===== src/design/cbc_map.vh =====
// constants for the cpu-side bus cycle generator
`ifndef CBC_MAP_VH
`define CBC_MAP_VH

// wishbone register byte offsets
`define CBC_OFF_CTRL 6'h00
`define CBC_OFF_ADDR 6'h04
`define CBC_OFF_WDATA 6'h08
`define CBC_OFF_STAT 6'h0C
`define CBC_OFF_RDATA 6'h10
`define CBC_OFF_PC 6'h14

// control register fields
`define CBC_CTRL_OP_LO 0
`define CBC_CTRL_OP_HI 1
`define CBC_CTRL_GO 2
`define CBC_CTRL_PANEL 3

// operations
`define CBC_OP_INPUT 2'h0
`define CBC_OP_MEMWR 2'h1
`define CBC_OP_STORE 2'h2

// status byte bit positions
`define CBC_ST_MEMR 7
`define CBC_ST_INSTAT 6
`define CBC_ST_M1 5
`define CBC_ST_OUT 4
`define CBC_ST_WRSTAT_N 1

// status byte values per cycle kind
`define CBC_SB_FETCH 8'hA2
`define CBC_SB_MEMRD 8'h82
`define CBC_SB_INPUT 8'h42
`define CBC_SB_MEMWR 8'h00
// all inactive: write_output_status_n high, the rest low
`define CBC_SB_RESET 8'h02

// status register fields
`define CBC_STAT_BUSY 0
`define CBC_STAT_DONE 1

// machine cycle limit for store accumulator (m1..m4)
`define CBC_LAST_MCYC 2'h3
`define CBC_TPER_DEF 4

`endif


===== src/design/cbc_bus_cycles.v =====
// cpu-side generator of input read and memory write bus cycles
// Operation
// - io device number on both address halves
// - late t1: address, status, sync together
// - sync prepares the status strobe for t2
// - t2 start: status strobe loads status latch
// - input read raises latched input status
// - late t2 into t3: data-in strobe high
// - gate data in by strobe and panel gate
// - increment program counter ending input read
// - store accumulator: fetch, two address reads, write
// - memory write takes exactly three t periods
// - output status stays low in memory write
// - write status low, inverted lights write indicator
// - t3 start: drive data out onto bus
// - write strobe only after data settles
// - memory write strobe from strobe and output status
`timescale 1ns/1ps
`include "cbc_map.vh"
module cbc_bus_cycles #(
  parameter TPER = `CBC_TPER_DEF
) (
  // clock and reset
  input wire clk_i,
  input wire rst_i,
  // wishbone slave
  input wire wb_cyc_i,
  input wire wb_stb_i,
  input wire wb_we_i,
  input wire [5:0] wb_adr_i,
  input wire [3:0] wb_sel_i,
  input wire [31:0] wb_dat_i,
  output reg [31:0] wb_dat_o,
  output reg wb_ack_o,
  // backplane address and sync
  output reg [15:0] addr_o,
  output reg bus_sync_o,
  // backplane status lines
  output wire memory_read_status_o,
  output wire input_status_o,
  output wire output_status_o,
  output wire write_output_status_n_o,
  // backplane strobes
  output reg bus_data_in_strobe_o,
  output reg bus_write_strobe_n_o,
  output reg memory_write_strobe_o,
  // data buses
  input wire [7:0] data_in_i,
  output reg [7:0] data_out_o,
  output reg data_out_oe_o,
  // front panel
  input wire panel_data_in_gate_i,
  output reg write_indicator_o,
  output reg input_indicator_o,
  // internal processor-side strobes, visible for debug
  output reg status_strobe_n_o,
  output reg buffer_data_in_enable_n_o
);
  localparam [1:0] S_IDLE = 2'd0;
  localparam [1:0] S_T1 = 2'd1;
  localparam [1:0] S_T2 = 2'd2;
  localparam [1:0] S_T3 = 2'd3;
  localparam [7:0] SUB_LAST = TPER[7:0] - 8'h01;
  localparam [7:0] SUB_HALF = TPER[8:1];

  wire [8:0] sync_w;
  wire [7:0] din_w;
  wire gate_pin_w;
  wire [7:0] latched_w;

  reg [1:0] state_q;
  reg [7:0] sub_q;
  reg [1:0] mcyc_q;
  reg [1:0] op_q;
  reg panel_q;
  reg busy_q;
  reg done_q;
  reg [15:0] addr_reg_q;
  reg [7:0] wdata_q;
  reg [7:0] rdata_q;
  reg [15:0] pc_q;
  reg [15:0] tgt_q;
  reg [7:0] stbyte_q;
  reg is_write_q;

  wire acc_w = wb_cyc_i & wb_stb_i & ~wb_ack_o;
  wire wr_w = acc_w & wb_we_i;
  wire go_w = wr_w & (wb_adr_i == `CBC_OFF_CTRL) & wb_sel_i[0] &
    wb_dat_i[`CBC_CTRL_GO] & ~busy_q;
  wire end_t_w = (sub_q == SUB_LAST);
  wire finish_w;
  wire gate_w;

  // panel and data pins come from other cards, so they are synchronised
  cbc_sync2 #(
    .W(9),
    .INIT(9'h100)
  ) u_sync (
    .clk_i(clk_i),
    .rst_i(rst_i),
    .pin_i({panel_data_in_gate_i, data_in_i}),
    .sync_o(sync_w)
  );
  assign din_w = sync_w[7:0];
  assign gate_pin_w = sync_w[8];
  // with no panel fitted the pin is ignored and the gate reads high
  assign gate_w = panel_q ? gate_pin_w : 1'b1;

  cbc_stlatch u_latch (
    .clk_i(clk_i),
    .rst_i(rst_i),
    .status_strobe_n_i(status_strobe_n_o),
    .status_i(stbyte_q),
    .latched_o(latched_w)
  );
  assign memory_read_status_o = latched_w[`CBC_ST_MEMR];
  assign input_status_o = latched_w[`CBC_ST_INSTAT];
  assign output_status_o = latched_w[`CBC_ST_OUT];
  assign write_output_status_n_o = latched_w[`CBC_ST_WRSTAT_N];

  assign finish_w = (state_q == S_T3) & end_t_w &
    ((op_q != `CBC_OP_STORE) | (mcyc_q == `CBC_LAST_MCYC));

  // wishbone: ack one cycle after the request, dropped the cycle after
  always @(posedge clk_i) begin
    if (rst_i) begin
      wb_ack_o <= 1'b0;
      wb_dat_o <= 32'h0000_0000;
    end else begin
      wb_ack_o <= acc_w;
      wb_dat_o <= 32'h0000_0000;
      if (acc_w && !wb_we_i) begin
        case (wb_adr_i)
          `CBC_OFF_CTRL: wb_dat_o <= {28'h000_0000, panel_q, 1'b0, op_q};
          `CBC_OFF_ADDR: wb_dat_o <= {16'h0000, addr_reg_q};
          `CBC_OFF_WDATA: wb_dat_o <= {24'h00_0000, wdata_q};
          `CBC_OFF_STAT: wb_dat_o <= {30'h0000_0000, done_q, busy_q};
          `CBC_OFF_RDATA: wb_dat_o <= {24'h00_0000, rdata_q};
          `CBC_OFF_PC: wb_dat_o <= {16'h0000, pc_q};
          default: wb_dat_o <= 32'h0000_0000;
        endcase
      end
    end
  end

  // software registers; writes while busy to ctrl are ignored
  always @(posedge clk_i) begin
    if (rst_i) begin
      panel_q <= 1'b0;
      addr_reg_q <= 16'h0000;
      wdata_q <= 8'h00;
    end else if (wr_w) begin
      if (wb_adr_i == `CBC_OFF_CTRL && wb_sel_i[0] && !busy_q) begin
        panel_q <= wb_dat_i[`CBC_CTRL_PANEL];
      end
      if (wb_adr_i == `CBC_OFF_ADDR) begin
        if (wb_sel_i[0]) begin
          addr_reg_q[7:0] <= wb_dat_i[7:0];
        end
        if (wb_sel_i[1]) begin
          addr_reg_q[15:8] <= wb_dat_i[15:8];
        end
      end
      if (wb_adr_i == `CBC_OFF_WDATA && wb_sel_i[0]) begin
        wdata_q <= wb_dat_i[7:0];
      end
    end
  end

  // done: set by the hardware wins over a clearing start in the same cycle
  always @(posedge clk_i) begin
    if (rst_i) begin
      done_q <= 1'b0;
    end else if (finish_w) begin
      done_q <= 1'b1;
    end else if (go_w) begin
      done_q <= 1'b0;
    end
  end

  // machine cycle sequencer
  always @(posedge clk_i) begin
    if (rst_i) begin
      state_q <= S_IDLE;
      sub_q <= 8'h00;
      mcyc_q <= 2'h0;
      op_q <= `CBC_OP_INPUT;
      busy_q <= 1'b0;
      stbyte_q <= `CBC_SB_RESET;
      is_write_q <= 1'b0;
    end else begin
      case (state_q)
        S_IDLE: begin
          sub_q <= 8'h00;
          mcyc_q <= 2'h0;
          if (go_w) begin
            op_q <= wb_dat_i[`CBC_CTRL_OP_HI:`CBC_CTRL_OP_LO];
            busy_q <= 1'b1;
            state_q <= S_T1;
            case (wb_dat_i[`CBC_CTRL_OP_HI:`CBC_CTRL_OP_LO])
              `CBC_OP_INPUT: begin
                stbyte_q <= `CBC_SB_INPUT;
                is_write_q <= 1'b0;
              end
              `CBC_OP_MEMWR: begin
                stbyte_q <= `CBC_SB_MEMWR;
                is_write_q <= 1'b1;
              end
              default: begin
                stbyte_q <= `CBC_SB_FETCH;
                is_write_q <= 1'b0;
              end
            endcase
          end
        end
        S_T1: begin
          sub_q <= end_t_w ? 8'h00 : sub_q + 8'h01;
          if (end_t_w) begin
            state_q <= S_T2;
          end
        end
        S_T2: begin
          sub_q <= end_t_w ? 8'h00 : sub_q + 8'h01;
          if (end_t_w) begin
            state_q <= S_T3;
          end
        end
        S_T3: begin
          sub_q <= end_t_w ? 8'h00 : sub_q + 8'h01;
          if (finish_w) begin
            // exactly three t periods per machine cycle
            state_q <= S_IDLE;
            busy_q <= 1'b0;
          end else if (end_t_w) begin
            // store accumulator: m2, m3 read the target, m4 writes
            mcyc_q <= mcyc_q + 2'h1;
            state_q <= S_T1;
            if (mcyc_q == 2'h2) begin
              stbyte_q <= `CBC_SB_MEMWR;
              is_write_q <= 1'b1;
            end else begin
              stbyte_q <= `CBC_SB_MEMRD;
            end
          end
        end
        default: begin
          state_q <= S_IDLE;
          busy_q <= 1'b0;
        end
      endcase
    end
  end

  // address selection for each machine cycle
  always @(posedge clk_i) begin
    if (rst_i) begin
      addr_o <= 16'h0000;
    end else if (state_q == S_T1 && sub_q == 8'h00) begin
      if (op_q == `CBC_OP_INPUT) begin
        addr_o <= {addr_reg_q[7:0], addr_reg_q[7:0]};
      end else if (op_q == `CBC_OP_MEMWR) begin
        addr_o <= addr_reg_q;
      end else if (mcyc_q == `CBC_LAST_MCYC) begin
        addr_o <= tgt_q;
      end else begin
        addr_o <= pc_q;
      end
    end
  end

  // pin timing within t1..t3
  always @(posedge clk_i) begin
    if (rst_i) begin
      bus_sync_o <= 1'b0;
      status_strobe_n_o <= 1'b1;
      bus_data_in_strobe_o <= 1'b0;
      bus_write_strobe_n_o <= 1'b1;
      data_out_o <= 8'h00;
      data_out_oe_o <= 1'b0;
      buffer_data_in_enable_n_o <= 1'b0;
    end else begin
      // late t1: status on the buffers with sync, address already out
      bus_sync_o <= (state_q == S_T1) && (sub_q >= SUB_HALF);
      // sync seen high arms the strobe for the first clock of t2
      status_strobe_n_o <= ~(bus_sync_o && state_q == S_T1 && end_t_w);
      // data-in strobe spans late t2 into early t3 of read cycles
      bus_data_in_strobe_o <= !is_write_q && state_q != S_IDLE &&
        ((state_q == S_T2 && sub_q >= SUB_HALF - 8'h01 && !end_t_w) ||
         (state_q == S_T2 && end_t_w) ||
         (state_q == S_T3 && sub_q < SUB_HALF - 8'h01));
      // buffers turn inward only in the data-in window; low lets the
      // status byte and the write data pass outward
      buffer_data_in_enable_n_o <= !is_write_q &&
        ((state_q == S_T2 && sub_q >= SUB_HALF - 8'h01) ||
         (state_q == S_T3 && sub_q < SUB_HALF - 8'h01));
      if (state_q == S_T1) begin
        data_out_o <= stbyte_q;
        data_out_oe_o <= 1'b1;
      end else if (is_write_q && state_q == S_T2 && end_t_w) begin
        // t3 opens with the data byte on the bus
        data_out_o <= wdata_q;
        data_out_oe_o <= 1'b1;
      end else if (!(is_write_q && state_q == S_T3 && !end_t_w)) begin
        data_out_oe_o <= 1'b0;
      end
      // one clock after data; ends early so the lagging memory strobe fits
      bus_write_strobe_n_o <= ~(is_write_q && state_q == S_T3 &&
        sub_q < SUB_LAST - 8'h01);
    end
  end

  // memory write strobe: both inverted into a nand, then a nor
  always @(posedge clk_i) begin
    if (rst_i) begin
      memory_write_strobe_o <= 1'b0;
    end else begin
      memory_write_strobe_o <= ~(~(~bus_write_strobe_n_o &
        ~output_status_o) | 1'b0);
    end
  end

  // panel indicators follow the latched status
  always @(posedge clk_i) begin
    if (rst_i) begin
      write_indicator_o <= 1'b0;
      input_indicator_o <= 1'b0;
    end else begin
      write_indicator_o <= ~write_output_status_n_o;
      input_indicator_o <= input_status_o;
    end
  end

  // data capture at the next-to-last strobe clock of t3, then pc advance
  always @(posedge clk_i) begin
    if (rst_i) begin
      rdata_q <= 8'h00;
      tgt_q <= 16'h0000;
      pc_q <= 16'h0000;
    end else begin
      if (state_q == S_T3 && !is_write_q && bus_data_in_strobe_o &&
          gate_w && sub_q == SUB_HALF - 8'h02) begin
        // the card holds its byte while the strobe is up
        if (op_q == `CBC_OP_STORE && mcyc_q == 2'h1) begin
          tgt_q[7:0] <= din_w;
        end else if (op_q == `CBC_OP_STORE && mcyc_q == 2'h2) begin
          tgt_q[15:8] <= din_w;
        end else begin
          rdata_q <= din_w;
        end
      end
      if (wr_w && wb_adr_i == `CBC_OFF_PC && !busy_q) begin
        if (wb_sel_i[0]) begin
          pc_q[7:0] <= wb_dat_i[7:0];
        end
        if (wb_sel_i[1]) begin
          pc_q[15:8] <= wb_dat_i[15:8];
        end
      end else if (state_q == S_T3 && end_t_w && op_q != `CBC_OP_MEMWR &&
          !is_write_q) begin
        pc_q <= pc_q + 16'h0001;
      end
    end
  end
endmodule


===== src/design/cbc_stlatch.v =====
// status latch loaded by the active-low status strobe
`timescale 1ns/1ps
`include "cbc_map.vh"
module cbc_stlatch (
  // clock and reset
  input wire clk_i,
  input wire rst_i,
  // strobe and status byte
  input wire status_strobe_n_i,
  input wire [7:0] status_i,
  // latched status lines
  output reg [7:0] latched_o
);
  always @(posedge clk_i) begin
    if (rst_i) begin
      latched_o <= `CBC_SB_RESET;
    end else if (!status_strobe_n_i) begin
      latched_o <= status_i;
    end
  end
endmodule


===== src/design/cbc_sync2.v =====
// two-flop synchroniser for a vector of pin inputs
`timescale 1ns/1ps
module cbc_sync2 #(
  parameter W = 9,
  parameter [W-1:0] INIT = {W{1'b0}}
) (
  // clock and reset
  input wire clk_i,
  input wire rst_i,
  // pins and synchronised copy
  input wire [W-1:0] pin_i,
  output reg [W-1:0] sync_o
);
  reg [W-1:0] meta_q;

  always @(posedge clk_i) begin
    if (rst_i) begin
      meta_q <= INIT;
      sync_o <= INIT;
    end else begin
      meta_q <= pin_i;
      sync_o <= meta_q;
    end
  end
endmodule


===== config.mk =====
export PLATFORM = sky130hd
export DESIGN_NAME = cbc_bus_cycles
export DESIGN_NICKNAME = d
export VERILOG_FILES = /design/src/design/cbc_bus_cycles.v /design/src/design/cbc_stlatch.v /design/src/design/cbc_sync2.v
export VERILOG_INCLUDE_DIRS = /design/src /design/src/design
export SDC_FILE = /design/constraint.sdc
export NUM_CORES = 1
export LEC_CHECK = 0
export BUFFER_PORTS_ARGS = -buffer_cell sky130_fd_sc_hd__buf_2
export CAP_MARGIN = 30
export CORE_MARGIN = 2
export CORE_UTILIZATION = 56
export CTS_CLUSTER_DIAMETER = 60
export DETAILED_ROUTE_END_ITERATION = 8
export GPL_TIMING_DRIVEN = 0
export PLACE_DENSITY = 0.8
export SLEW_MARGIN = 20
export SYNTH_ARGS = -nofsm -noshare
export SYNTH_HDL_FRONTEND = slang
export SYNTH_SLANG_ARGS = --single-unit

===== constraint.sdc =====
create_clock -name clk_i -period 3.06 [get_ports clk_i]
set_input_delay 0.459 -clock clk_i [delete_from_list [all_inputs] [get_ports clk_i]]
set_output_delay 0.459 -clock clk_i [all_outputs]
set_load 0.03 [all_outputs]

==> metrics.md, run 1 <==
| Metric | Value |
|---|---|
| Status | `completed` |
| Setup crit start kind | `flip-flop` |
| Remaining Overflow, GRT | `0` |
| Top Metal Used | `met5` |
| Setup bufs post-CTS | `0` |
| Crit path required time | `3.41 ns` |
| TritonCTS clock tree | `yes` |
| Count of final setup violators | `0` |
| Clock slew at reported path FFs | `0.06 ns` |
| Mapped Area | `7050 um^2` |
| Setup CP Type | `reg2reg` |
| Post-synthesis mux area share | `7.26%` |
| # IOs | `126` |
| Register Area | `3140 um^2` |
| Final antenna-violating net count | `0` |
| EDFF count, synth | `0` |
| Pwr/cell area | `556 nW/um^2` |
| Clock latency on the worst-skew pair | `0.43 ns` |
| Clock buffer depth | `2` |
| Clock share of power | `51.9%` |
| Max cap viols | `0` |
| Net Sw Frac | `21.4%` |
| Met2 WL | `8920 um` |
| I/O Buffers | `89` |
| Maximum clock rate | `350 MHz` |
| Initial antenna violation count | `1` |
| Synth Area in Simple Gates | `22.2%` |
| Metal-1 WL | `8500 um` |
| Via count | `6534` |
| Core box area | `12200 um^2` |
| Combinational family with the most area after synthesis | `simple AND/OR/NAND/NOR gates` |
| Drt drc | `0` |
| Share of layout cells above drive strength 1 | `17.0%` |
| Final core utilization | `69.7%` |
| Multi-input logic area | `3570 um^2` |
| Pleak | `3.16 nW` |
| Compound-gate portion of the synthesized area | `17.0%` |
| Min Tclk post-route | `2.86 ns` |
| Routed Wire Length | `20200 um` |
| Syn-to-layout area delta | `20.2%` |
| Hpwl dp | `14700 um` |
| Least-Margin Pin Slew | `0.822 ns` |
| Synth Area per Inst | `8.71 um^2` |
| Initial DRC Count | `714` |
| Final Power | `4.71 mW` |
| Initial Utilization | `58.0%` |
| WL per Instance | `18.1 um` |
| Clock sinks | `157` |
| CTS buffer count | `17` |
| First-pass GRT wire length | `31200 um` |
| Worst min path class | `in2reg` |
| Final Cell Area | `8470 um^2` |
| RD Place Congestion | `0.948` |
| Hold_buf cts | `0` |
| Most frequent cells in the layout | `157 x dfxtp_1, 98 x nor2_1, 90 x buf_2` |
| Top FF cell, synth | `dfxtp_1` |
| Int Power | `3.70 mW` |
| Root buf cell | `clkbuf_16` |
| Die footprint | `13500 um^2` |
| DR WL met3 | `1810 um` |
| Capturing element type of the critical path | `flip-flop` |
| Yosys Warn Count | `0` |
| Max FO, Critical Path | `10` |
| Max IR drop VDD | `0.535 mV` |
| Vias in the first global route | `6017` |
| Post-synthesis share of cell area spent on full adders, half adders and majority gates | `2.13%` |
| Psw | `1.01 mW` |
| Slew headroom | `44.8%` |
| Sequential area share after synthesis | `44.6%` |
| Reg power frac | `43.9%` |
| #FFs+latches synth | `157` |
| Gate power share | `4.2%` |
| Worst path arrival time | `3.21 ns` |
| Syn Inst Count | `809` |
| Layout Nets | `1002` |
| Yosys cell types | `62` |
| Worst slack, placed | `-0.0970 ns` |
| Final hold vios | `0` |
| Fin worst setup slack | `0.199 ns` |
| Part of the cycle the worst path needs | `93.5%` |
| # H-tree levels | `4` |
| CTS resizes | `1` |
| RSZ-0062 raised after global routing | `false` |
| Placed instance area | `7760 um^2` |
| Row Count | `40` |
| Max-slew violations | `0` |
| Die span in y | `116 um` |
| Most common cell after layout, fill and taps aside | `dfxtp_1` |
| Clk_skew | `0.00531 ns` |
| GRT Util Overall | `30.7%` |
| Die width | `116 um` |
| Drt pass-1 iters | `5` |
| Fillers | `1001` |
| Async set-reset flop share out of synthesis | `0%` |
| Pin count of the biggest net entering global routing | `17` |
| Number of antenna diodes | `0` |
| Synth Area in XOR/XNOR | `0.994%` |
| Avg Vias per Cell | `5.86` |
-- through the flow --
stage | setup TNS, ns | cells | hold WS (ns)
2_1_floorplan | 0 | 825 | 0.389
3_3_place_gp | -0.312 | 1082 | 0.391
3_5_place_dp | -0.531 | 1082 | 0.379
4_1_cts | 0 | 1114 | 0.219
5_1_grt | 0 | 1115 | 0.223
6_report | 0 | 1115 | 0.224
-- registers in the layout, indices dropped and copies added, names as in the netlist, 2 cells and up --
register           flops
addr_reg_q            16
sub_q                  8
u_sync.sync_o          9
tgt_q                 16
pc_q                  16
u_latch.latched_o      3
u_sync.meta_q          9
mcyc_q                 2
wb_dat_o              16
rdata_q                8
addr_o                16
op_q                   2
state_q                2
wdata_q                8
data_out_o             8
stbyte_q               4
-- path summary, 6_finish.rpt --
| path | from | end | slack [ns] | cells after the start |
|---|---|---|---|---|
| setup / recovery | sub_q[1] | pc_q[7] | 0.20 | 8 |
| hold / removal | panel_data_in_gate_i | u_sync.meta_q[8] | 0.22 | 2 |
| setup reg to reg | sub_q[1] | pc_q[7] | 0.20 | 8 |
| hold reg to reg | bus_sync_o | status_strobe_n_o | 0.40 | 1 |
-- critical path, stage by stage (launching register included) --
cell and delay, ns:
dfxtp_1 0.41, ha_1 0.17, clkbuf_1 0.28, or3b_2 0.55, nor4_4 0.42, mux2i_1 0.28, clkbuf_1 0.29, a21o_1 0.22
a21oi_1 0.17
-- power groups by stage --
stage | logic, mW | clock network, mW | registers (mW)
after floorplan | 0.120 | 0 | 2.11
after global placement | 0.190 | 0 | 2.11
after detailed placement | 0.191 | 0 | 2.11
after CTS | 0.193 | 2.45 | 2.07
after global routing | 0.211 | 2.54 | 2.07
final | 0.197 | 2.44 | 2.07
-- per-layer routing --
layer,vias to the layer above,GRT usage [%]
met2,365,48.3
met4,2,17.5
met1,2981,38.6
met5,-,0
met3,80,7.68
li1,3106,-
-- kinds of logic (layout without fill, tap and decap cells) --
kind of cell / Yosys count / after routing
AOI/OAI and AO/OA: 185 / 185
xor gates and xnor gates: 8 / 8
buffers and inverters: 82 / 204
muxes: 51 / 51
other: 1 / 17
DFF: 157 / 157
adders and majority gates: 12 / 12
and+or+nand+nor: 313 / 313
-- Yosys cell counts (6+ instances only) --
cell type | n | area (um^2)
nand2_1 | 64 | 240
a21o_1 | 8 | 60.1
a211oi_1 | 26 | 195
nor3_1 | 16 | 80.1
nand4_1 | 9 | 56.3
dfxtp_1 | 157 | 3140
a21oi_1 | 82 | 410
buf_4 | 19 | 143
a22oi_1 | 18 | 135
clkbuf_1 | 43 | 161
inv_1 | 14 | 52.6
mux2i_1 | 50 | 500
ha_1 | 12 | 150
nor2b_1 | 30 | 188
nand3_1 | 39 | 195
nand2b_1 | 8 | 50.1
nor4_1 | 6 | 37.5
and3_1 | 7 | 43.8
nor2_1 | 98 | 368
o21ai_0 | 15 | 75.1
a222oi_1 | 8 | 80.1
-- layout make-up --
class	instances	share of cell area [%]
well taps	168	2.48
inverters	14	0.620
clock buffers	19	5.35
plain buffers	68	4.18
multi-input cells	586	42.2
clock inverters	13	2.78
flip-flops and latches	157	37.1
repair buffers	90	5.32
(Power assumes the default switching activity.)
==> run 2: changes to the inputs <==
--- a/config.mk
+++ b/config.mk
@@ -6,7 +6,7 @@
 export SDC_FILE = /design/constraint.sdc
 export NUM_CORES = 1
 export LEC_CHECK = 0
-export BUFFER_PORTS_ARGS = -buffer_cell sky130_fd_sc_hd__buf_2
+export BUFFER_PORTS_ARGS = -buffer_cell sky130_fd_sc_hd__buf_4
 export CAP_MARGIN = 30
 export CORE_MARGIN = 2
 export CORE_UTILIZATION = 56
==> constraint.sdc (replaced) <==
create_clock -name clk_i -period 3 [get_ports clk_i]
set_input_delay 0.45 -clock clk_i [delete_from_list [all_inputs] [get_ports clk_i]]
set_output_delay 0.45 -clock clk_i [all_outputs]
set_load 0.03 [all_outputs]
==> metrics.md, run 2 (synthesized netlist as in run 1, its figures left out) <==
| Metric | Value |
|---|---|
| Placed instance area | `7990 um^2 (+2.9%)` |
| Final antenna-violating net count | `0 (unchanged)` |
| Initial antenna violation count | `0 (-1)` |
| Clk_skew | `0.0135 ns (+0.00816 ns)` |
| Least-Margin Pin Slew | `0.982 ns (+0.160 ns)` |
| CTS buffer count | `17 (unchanged)` |
| Part of the cycle the worst path needs | `94.6% (+1.1 points)` |
| Die width | `116 um (unchanged)` |
| Clock slew at reported path FFs | `0.06 ns (about the same)` |
| Clock share of power | `47.8% (-4.1 points)` |
| # H-tree levels | `4 (unchanged)` |
| Clock latency on the worst-skew pair | `0.43 ns (about the same)` |
| Row Count | `40 (unchanged)` |
| Status | `completed` |
| Capturing element type of the critical path | `flip-flop` |
| Max IR drop VDD | `0.356 mV (-33%)` |
| Worst slack, placed | `-0.150 ns (-0.0528 ns)` |
| Root buf cell | `clkbuf_16` |
| First-pass GRT wire length | `31600 um (+1.1%)` |
| RD Place Congestion | `0.952 (+0.49%)` |
| Final Power | `4.46 mW (-5.3%)` |
| GRT Util Overall | `30.9% (+0.18 points)` |
| Number of antenna diodes | `0 (unchanged)` |
| Maximum clock rate | `352 MHz (+0.80%)` |
| Avg Vias per Cell | `5.88 (+0.27%)` |
| Hpwl dp | `14800 um (+0.52%)` |
| Worst path arrival time | `3.13 ns (-0.08 ns)` |
| Die footprint | `13500 um^2 (unchanged)` |
| Core box area | `12200 um^2 (unchanged)` |
| Fin worst setup slack | `0.162 ns (-0.0372 ns)` |
| Max-slew violations | `0 (unchanged)` |
| Pwr/cell area | `519 nW/um^2 (-6.6%)` |
| WHS | `0.200 ns (-0.0235 ns)` |
| Share of layout cells above drive strength 1 | `16.9% (-0.052 points)` |
| Vias in the first global route | `5958 (-0.98%)` |
| Setup crit start kind | `flip-flop` |
| Via count | `6534 (unchanged)` |
| Initial DRC Count | `819 (+15%)` |
| R2R Setup Slk | `0.16 ns (-0.04 ns)` |
| Reg power frac | `47.3% (+3.4 points)` |
| Max FO, Critical Path | `8 (-2)` |
| Gate power share | `4.8% (+0.6 points)` |
| Psw | `0.992 mW (-1.4%)` |
| Layout Nets | `1000 (-0.20%)` |
| Most common cell after layout, fill and taps aside | `dfxtp_1` |
| Pleak | `3.14 nW (-0.63%)` |
| Drt pass-1 iters | `6 (+1)` |
| Crit path required time | `3.29 ns (-0.12 ns)` |
| Pin count of the biggest net entering global routing | `17 (unchanged)` |
| # IOs | `126 (unchanged)` |
| Worst min path class | `in2reg` |
| Drt drc | `0 (unchanged)` |
| Count of final setup violators | `0 (unchanged)` |
| TritonCTS clock tree | `yes` |
| Int Power | `3.46 mW (-6.4%)` |
| Slew headroom | `34.0% (-11 points)` |
| Clock sinks | `157 (unchanged)` |
| Min Tclk post-route | `2.84 ns (-0.0228 ns)` |
| RSZ-0062 raised after global routing | `false` |
| Fillers | `994 (-0.70%)` |
| Setup CP Type | `reg2reg` |
| Max cap viols | `0 (unchanged)` |
| Hold_buf cts | `0 (unchanged)` |
| Most frequent cells in the layout | `157 x dfxtp_1, 108 x buf_4, 98 x nor2_1` |
| WL per Instance | `18.2 um (+0.30%)` |
| Routed Wire Length | `20200 um (about the same)` |
| Net Sw Frac | `22.3% (+0.89 points)` |
| Die span in y | `116 um (unchanged)` |
| Final hold vios | `0 (unchanged)` |
| Final Cell Area | `8590 um^2 (+1.4%)` |
| Initial Utilization | `58.0% (unchanged)` |
| Remaining Overflow, GRT | `0 (unchanged)` |
| I/O Buffers | `89 (unchanged)` |
| Syn-to-layout area delta | `21.9%` |
| Clock buffer depth | `2 (unchanged)` |
run 2: cell types whose count changed in the layout (fill, tap and decap cells not counted):
cell        previous run  this run
buf_2                 90         1
ha_2                   0         1
nor3_1                16        15
inv_6                  2         1
clkinv_2               1         4
bufinv_16              6         2
buf_4                 19       108
ha_1                  12        11
nor3_2                 1         2
clkbuf_8               2         3
clkbuf_2               1         0
clkinvlp_4             2         1
run 2: final cells by class:
cell class              instances  area (um^2)  area share (%)
plain buffers                  67          350            4.08
inverters                      14         52.6           0.612
clock inverters                10          114            1.33
well taps                     168          210            2.45
flip-flops and latches        157         3140            36.6
multi-input cells             586         3580            41.7
clock buffers                  21          470            5.48
repair buffers                 89          668            7.78
run 2: worst paths after layout:
kind	from	cells past startpoint	to
max	sub_q[3]	6	tgt_q[14]
min	panel_data_in_gate_i	2	u_sync.meta_q[8]
max reg2reg	sub_q[3]	6	tgt_q[14]
min reg2reg	u_sync.meta_q[8]	1	u_sync.sync_o[8]
run 2: worst max-delay path, stage by stage, from the launching register on:
cell,delay [ns]
dfxtp_1,0.35
or4_4,0.60
or4_1,0.48
buf_2,0.20
nor4_4,0.72
mux2i_1,0.29
nor2_1,0.05
run 2: metrics by stage:
| step | cells | utilization [%] | setup TNS [ns] |
|---|---|---|---|
| 3_5_place_dp | 1082 | 65.7 | -0.934 |
| 6_report | 1112 | 70.6 | 0 |
| 2_1_floorplan | 825 | - | 0 |
| 4_1_cts | 1113 | 70.5 | 0 |
| 3_3_place_gp | 1082 | 65.7 | -0.890 |
| 5_1_grt | 1112 | 70.6 | 0 |
run 2: metal layers:
metal / global-route usage [%] / part of all wire [%] / routed length [um] / vias up
met1: 40.1 / 42 / 8430 / 3018
li1: - / - / - / 3105
met5: 0 / 0 / 0 / -
met4: 14.3 / 3.5 / 709 / 0
met2: 49.8 / 46 / 9290 / 346
met3: 6.33 / 8.9 / 1800 / 65
run 2: timing repair:
action                                 in CTS  in global routing
setup endpoints to repair                   9                 10
endpoints found under the hold margin       0                  0
setup buffers                               0                  0
resized for setup                           1                  3
run 2: power by group through the flow:
stage	clock, mW	combinational [mW]	sequential [mW]
finish	2.13	0.216	2.11
global route	2.23	0.230	2.11
CTS	2.14	0.211	2.11
detailed placement	0	0.209	2.15
global placement	0	0.208	2.15
floorplan	0	0.122	2.15
==> run 3: changes to the inputs <==
==> constraint.sdc (replaced) <==
create_clock -name clk_i -period 3 [get_ports clk_i]
set_input_delay 0 -clock clk_i [delete_from_list [all_inputs] [get_ports clk_i]]
set_output_delay 0 -clock clk_i [all_outputs]
set_load 0.03 [all_outputs]
==> metrics.md, run 3 (synthesized netlist as in run 1, its figures left out) <==
| Metric | Value |
|---|---|
| Int Power | `3.49 mW (+0.75%)` |
| Core box area | `12200 um^2 (unchanged)` |
| Pwr/cell area | `505 nW/um^2 (-2.6%)` |
| Clk_skew | `0.0120 ns (-0.00149 ns)` |
| CTS buffer count | `17 (unchanged)` |
| Busiest grt layer | `met2` |
| Net Sw Frac | `22.4% (+0.097 points)` |
| Psw | `1.01 mW (+1.3%)` |
| RD Place Congestion | `0.952 (unchanged)` |
| Fin worst setup slack | `0.170 ns (+0.00861 ns)` |
| Capturing element type of the critical path | `flip-flop` |
| Setup CP Type | `reg2reg` |
| TritonCTS clock tree | `yes` |
| Syn-to-layout area delta | `26.3%` |
| Final hold vios | `0 (unchanged)` |
| Worst min path class | `in2reg` |
| Pleak | `3.27 nW (+4.2%)` |
| Routing usage on met3 | `6.75% (+0.42 points)` |
| Reg power frac | `46.9% (-0.4 points)` |
| Multi-input logic area | `3580 um^2 (unchanged)` |
| Pin count of the biggest net entering global routing | `17 (unchanged)` |
| Crit path cell chain | `or4_4 > or4_1 > buf_2 > nor3_2 > mux2i_1 > nor2_1` |
| Initial Utilization | `58.0% (unchanged)` |
| Die width | `116 um (unchanged)` |
| Avg Vias per Cell | `5.82 (-0.91%)` |
| Clock share of power | `47.5% (-0.3 points)` |
| Final antenna-violating net count | `0 (unchanged)` |
| Die footprint | `13500 um^2 (unchanged)` |
| Crit path required time | `3.30 ns (about the same)` |
| Worst path max stage delay | `0.70 ns (-0.02 ns)` |
| Max IR drop VDD | `0.362 mV (+1.7%)` |
| Most common cell after layout, fill and taps aside | `dfxtp_1` |
| Worst slack, placed | `-0.150 ns (unchanged)` |
| Status | `completed` |
| Clock slew at reported path FFs | `0.06 ns (about the same)` |
| Die span in y | `116 um (unchanged)` |
| Routed Wire Length | `20900 um (+3.2%)` |
| Setup crit start kind | `flip-flop` |
| Via count | `6655 (+1.9%)` |
| Register Area | `3140 um^2 (unchanged)` |
| First-pass GRT wire length | `32300 um (+2.4%)` |
| WL per Instance | `18.3 um (+0.42%)` |
| Share of layout cells above drive strength 1 | `16.4% (-0.54 points)` |
| Layout Nets | `1031 (+3.1%)` |
| Drt drc | `0 (unchanged)` |
| Placed instance area | `7990 um^2 (unchanged)` |
| # H-tree levels | `4 (unchanged)` |
| Remaining Overflow, GRT | `0 (unchanged)` |
| Worst path arrival time | `3.13 ns (about the same)` |
| Clock latency on the worst-skew pair | `0.43 ns (about the same)` |
| Vias in the first global route | `6179 (+3.7%)` |
| Clock buffer depth | `2 (unchanged)` |
| I/O Buffers | `89 (unchanged)` |
| Row Count | `40 (unchanged)` |
| Clock sinks | `157 (unchanged)` |
| Final core utilization | `73.2% (+2.6 points)` |
| Setup_tns | `0 ns (unchanged)` |
| Max cap viols | `0 (unchanged)` |
| Final Cell Area | `8900 um^2 (+3.6%)` |
| Slowest stage cell on the critical path | `nor3_2` |
| Min Tclk post-route | `2.83 ns (-0.00861 ns)` |
| Fillers | `947 (-4.7%)` |
| GRT Util Overall | `31.6% (+0.76 points)` |
| Max FO, Critical Path | `8 (unchanged)` |
| Placed cells | `1082 (unchanged)` |
| Gate power share | `5.6% (+0.8 points)` |
| Max-slew violations | `0 (unchanged)` |
| Post-Layout Cell Count | `1143 (+2.8%)` |
| Slew headroom | `35.1% (+1.0 points)` |
| Root buf cell | `clkbuf_16` |
| Count of final setup violators | `0 (unchanged)` |
| Met2 Usage GRT | `51.7% (+1.9 points)` |
| Initial DRC Count | `796 (-2.8%)` |
| Drt pass-1 iters | `5 (-1)` |
| # IOs | `126 (unchanged)` |
| RSZ-0062 raised after global routing | `false` |
| Hpwl dp | `14800 um (unchanged)` |
| Maximum clock rate | `353 MHz (+0.30%)` |
| Least-Margin Pin Slew | `0.967 ns (-0.0154 ns)` |
| Most frequent cells in the layout | `157 x dfxtp_1, 108 x buf_4, 98 x nor2_1` |
| Number of antenna diodes | `0 (unchanged)` |
| Part of the cycle the worst path needs | `94.3% (-0.29 points)` |
| Initial antenna violation count | `0 (unchanged)` |
| M1 GR Usage | `40.1% (+0.085 points)` |
-- run 3: cell types whose count changed in the layout (fill, tap and decap cells not counted) --
| cell | previous run | this run |
|---|---|---|
| dlygate4sd3_1 | 1 | 32 |
-- run 3: worst paths after layout --
| kind | from | end | slack (ns) | cells past startpoint |
|---|---|---|---|---|
| worst max-delay path | sub_q[3] | rdata_q[7] | 0.17 | 6 |
| worst min-delay path | wb_sel_i[1] | pc_q[8] | 0.09 | 5 |
| worst max register to register | sub_q[3] | rdata_q[7] | 0.17 | 6 |
| worst min register to register | u_sync.meta_q[8] | u_sync.sync_o[8] | 0.41 | 1 |
-- run 3: per-layer routing --
layer	up-vias	part of all wire [%]
li1	3159	-
met1	3037	41
met2	385	46
met3	74	9.1
met4	0	4.1
met5	-	0
-- run 3: power by group through the flow --
stage	logic [mW]	registers [mW]	clock network, mW
3_3_place_gp	0.208	2.15	0
5_1_grt	0.266	2.11	2.23
3_5_place_dp	0.209	2.15	0
4_1_cts	0.243	2.11	2.14
2_1_floorplan	0.122	2.15	0
6_report	0.250	2.11	2.14
-- run 3: per-stage QoR --
step           total power, mW  hold slack (ns)
2_1_floorplan             2.28            0.104
3_3_place_gp              2.36            0.192
3_5_place_dp              2.36            0.186
4_1_cts                   4.49           0.0836
5_1_grt                   4.60            0.129
6_report                  4.50           0.0908
-- run 3: critical path: cells and delay by family, from the launching register on --
family	cells	cell delay, ns
AND/OR/NAND/NOR	4	1.83
flip-flops	1	0.35
buffers and inverters	1	0.19
multiplexers	1	0.32
-- run 3: cell type report --
cell class	count	area share (%)
inverters	14	0.590
clock inverters	10	1.28
repair buffers	120	11.0
plain buffers	67	3.94
multi-input cells	586	40.2
well taps	168	2.36
clock buffers	21	5.29
flip-flops and latches	157	35.3
-- run 3: repair_timing --
| action | in CTS | in global routing |
|---|---|---|
| endpoints found under the setup margin | 9 | 10 |
| endpoints found under the hold margin | 55 | 0 |
| gates cloned | 0 | 0 |
| hold buffers | 31 | 0 |
| setup buffers | 0 | 0 |
| gates resized for setup | 1 | 3 |
| pin swaps | 0 | 0 |
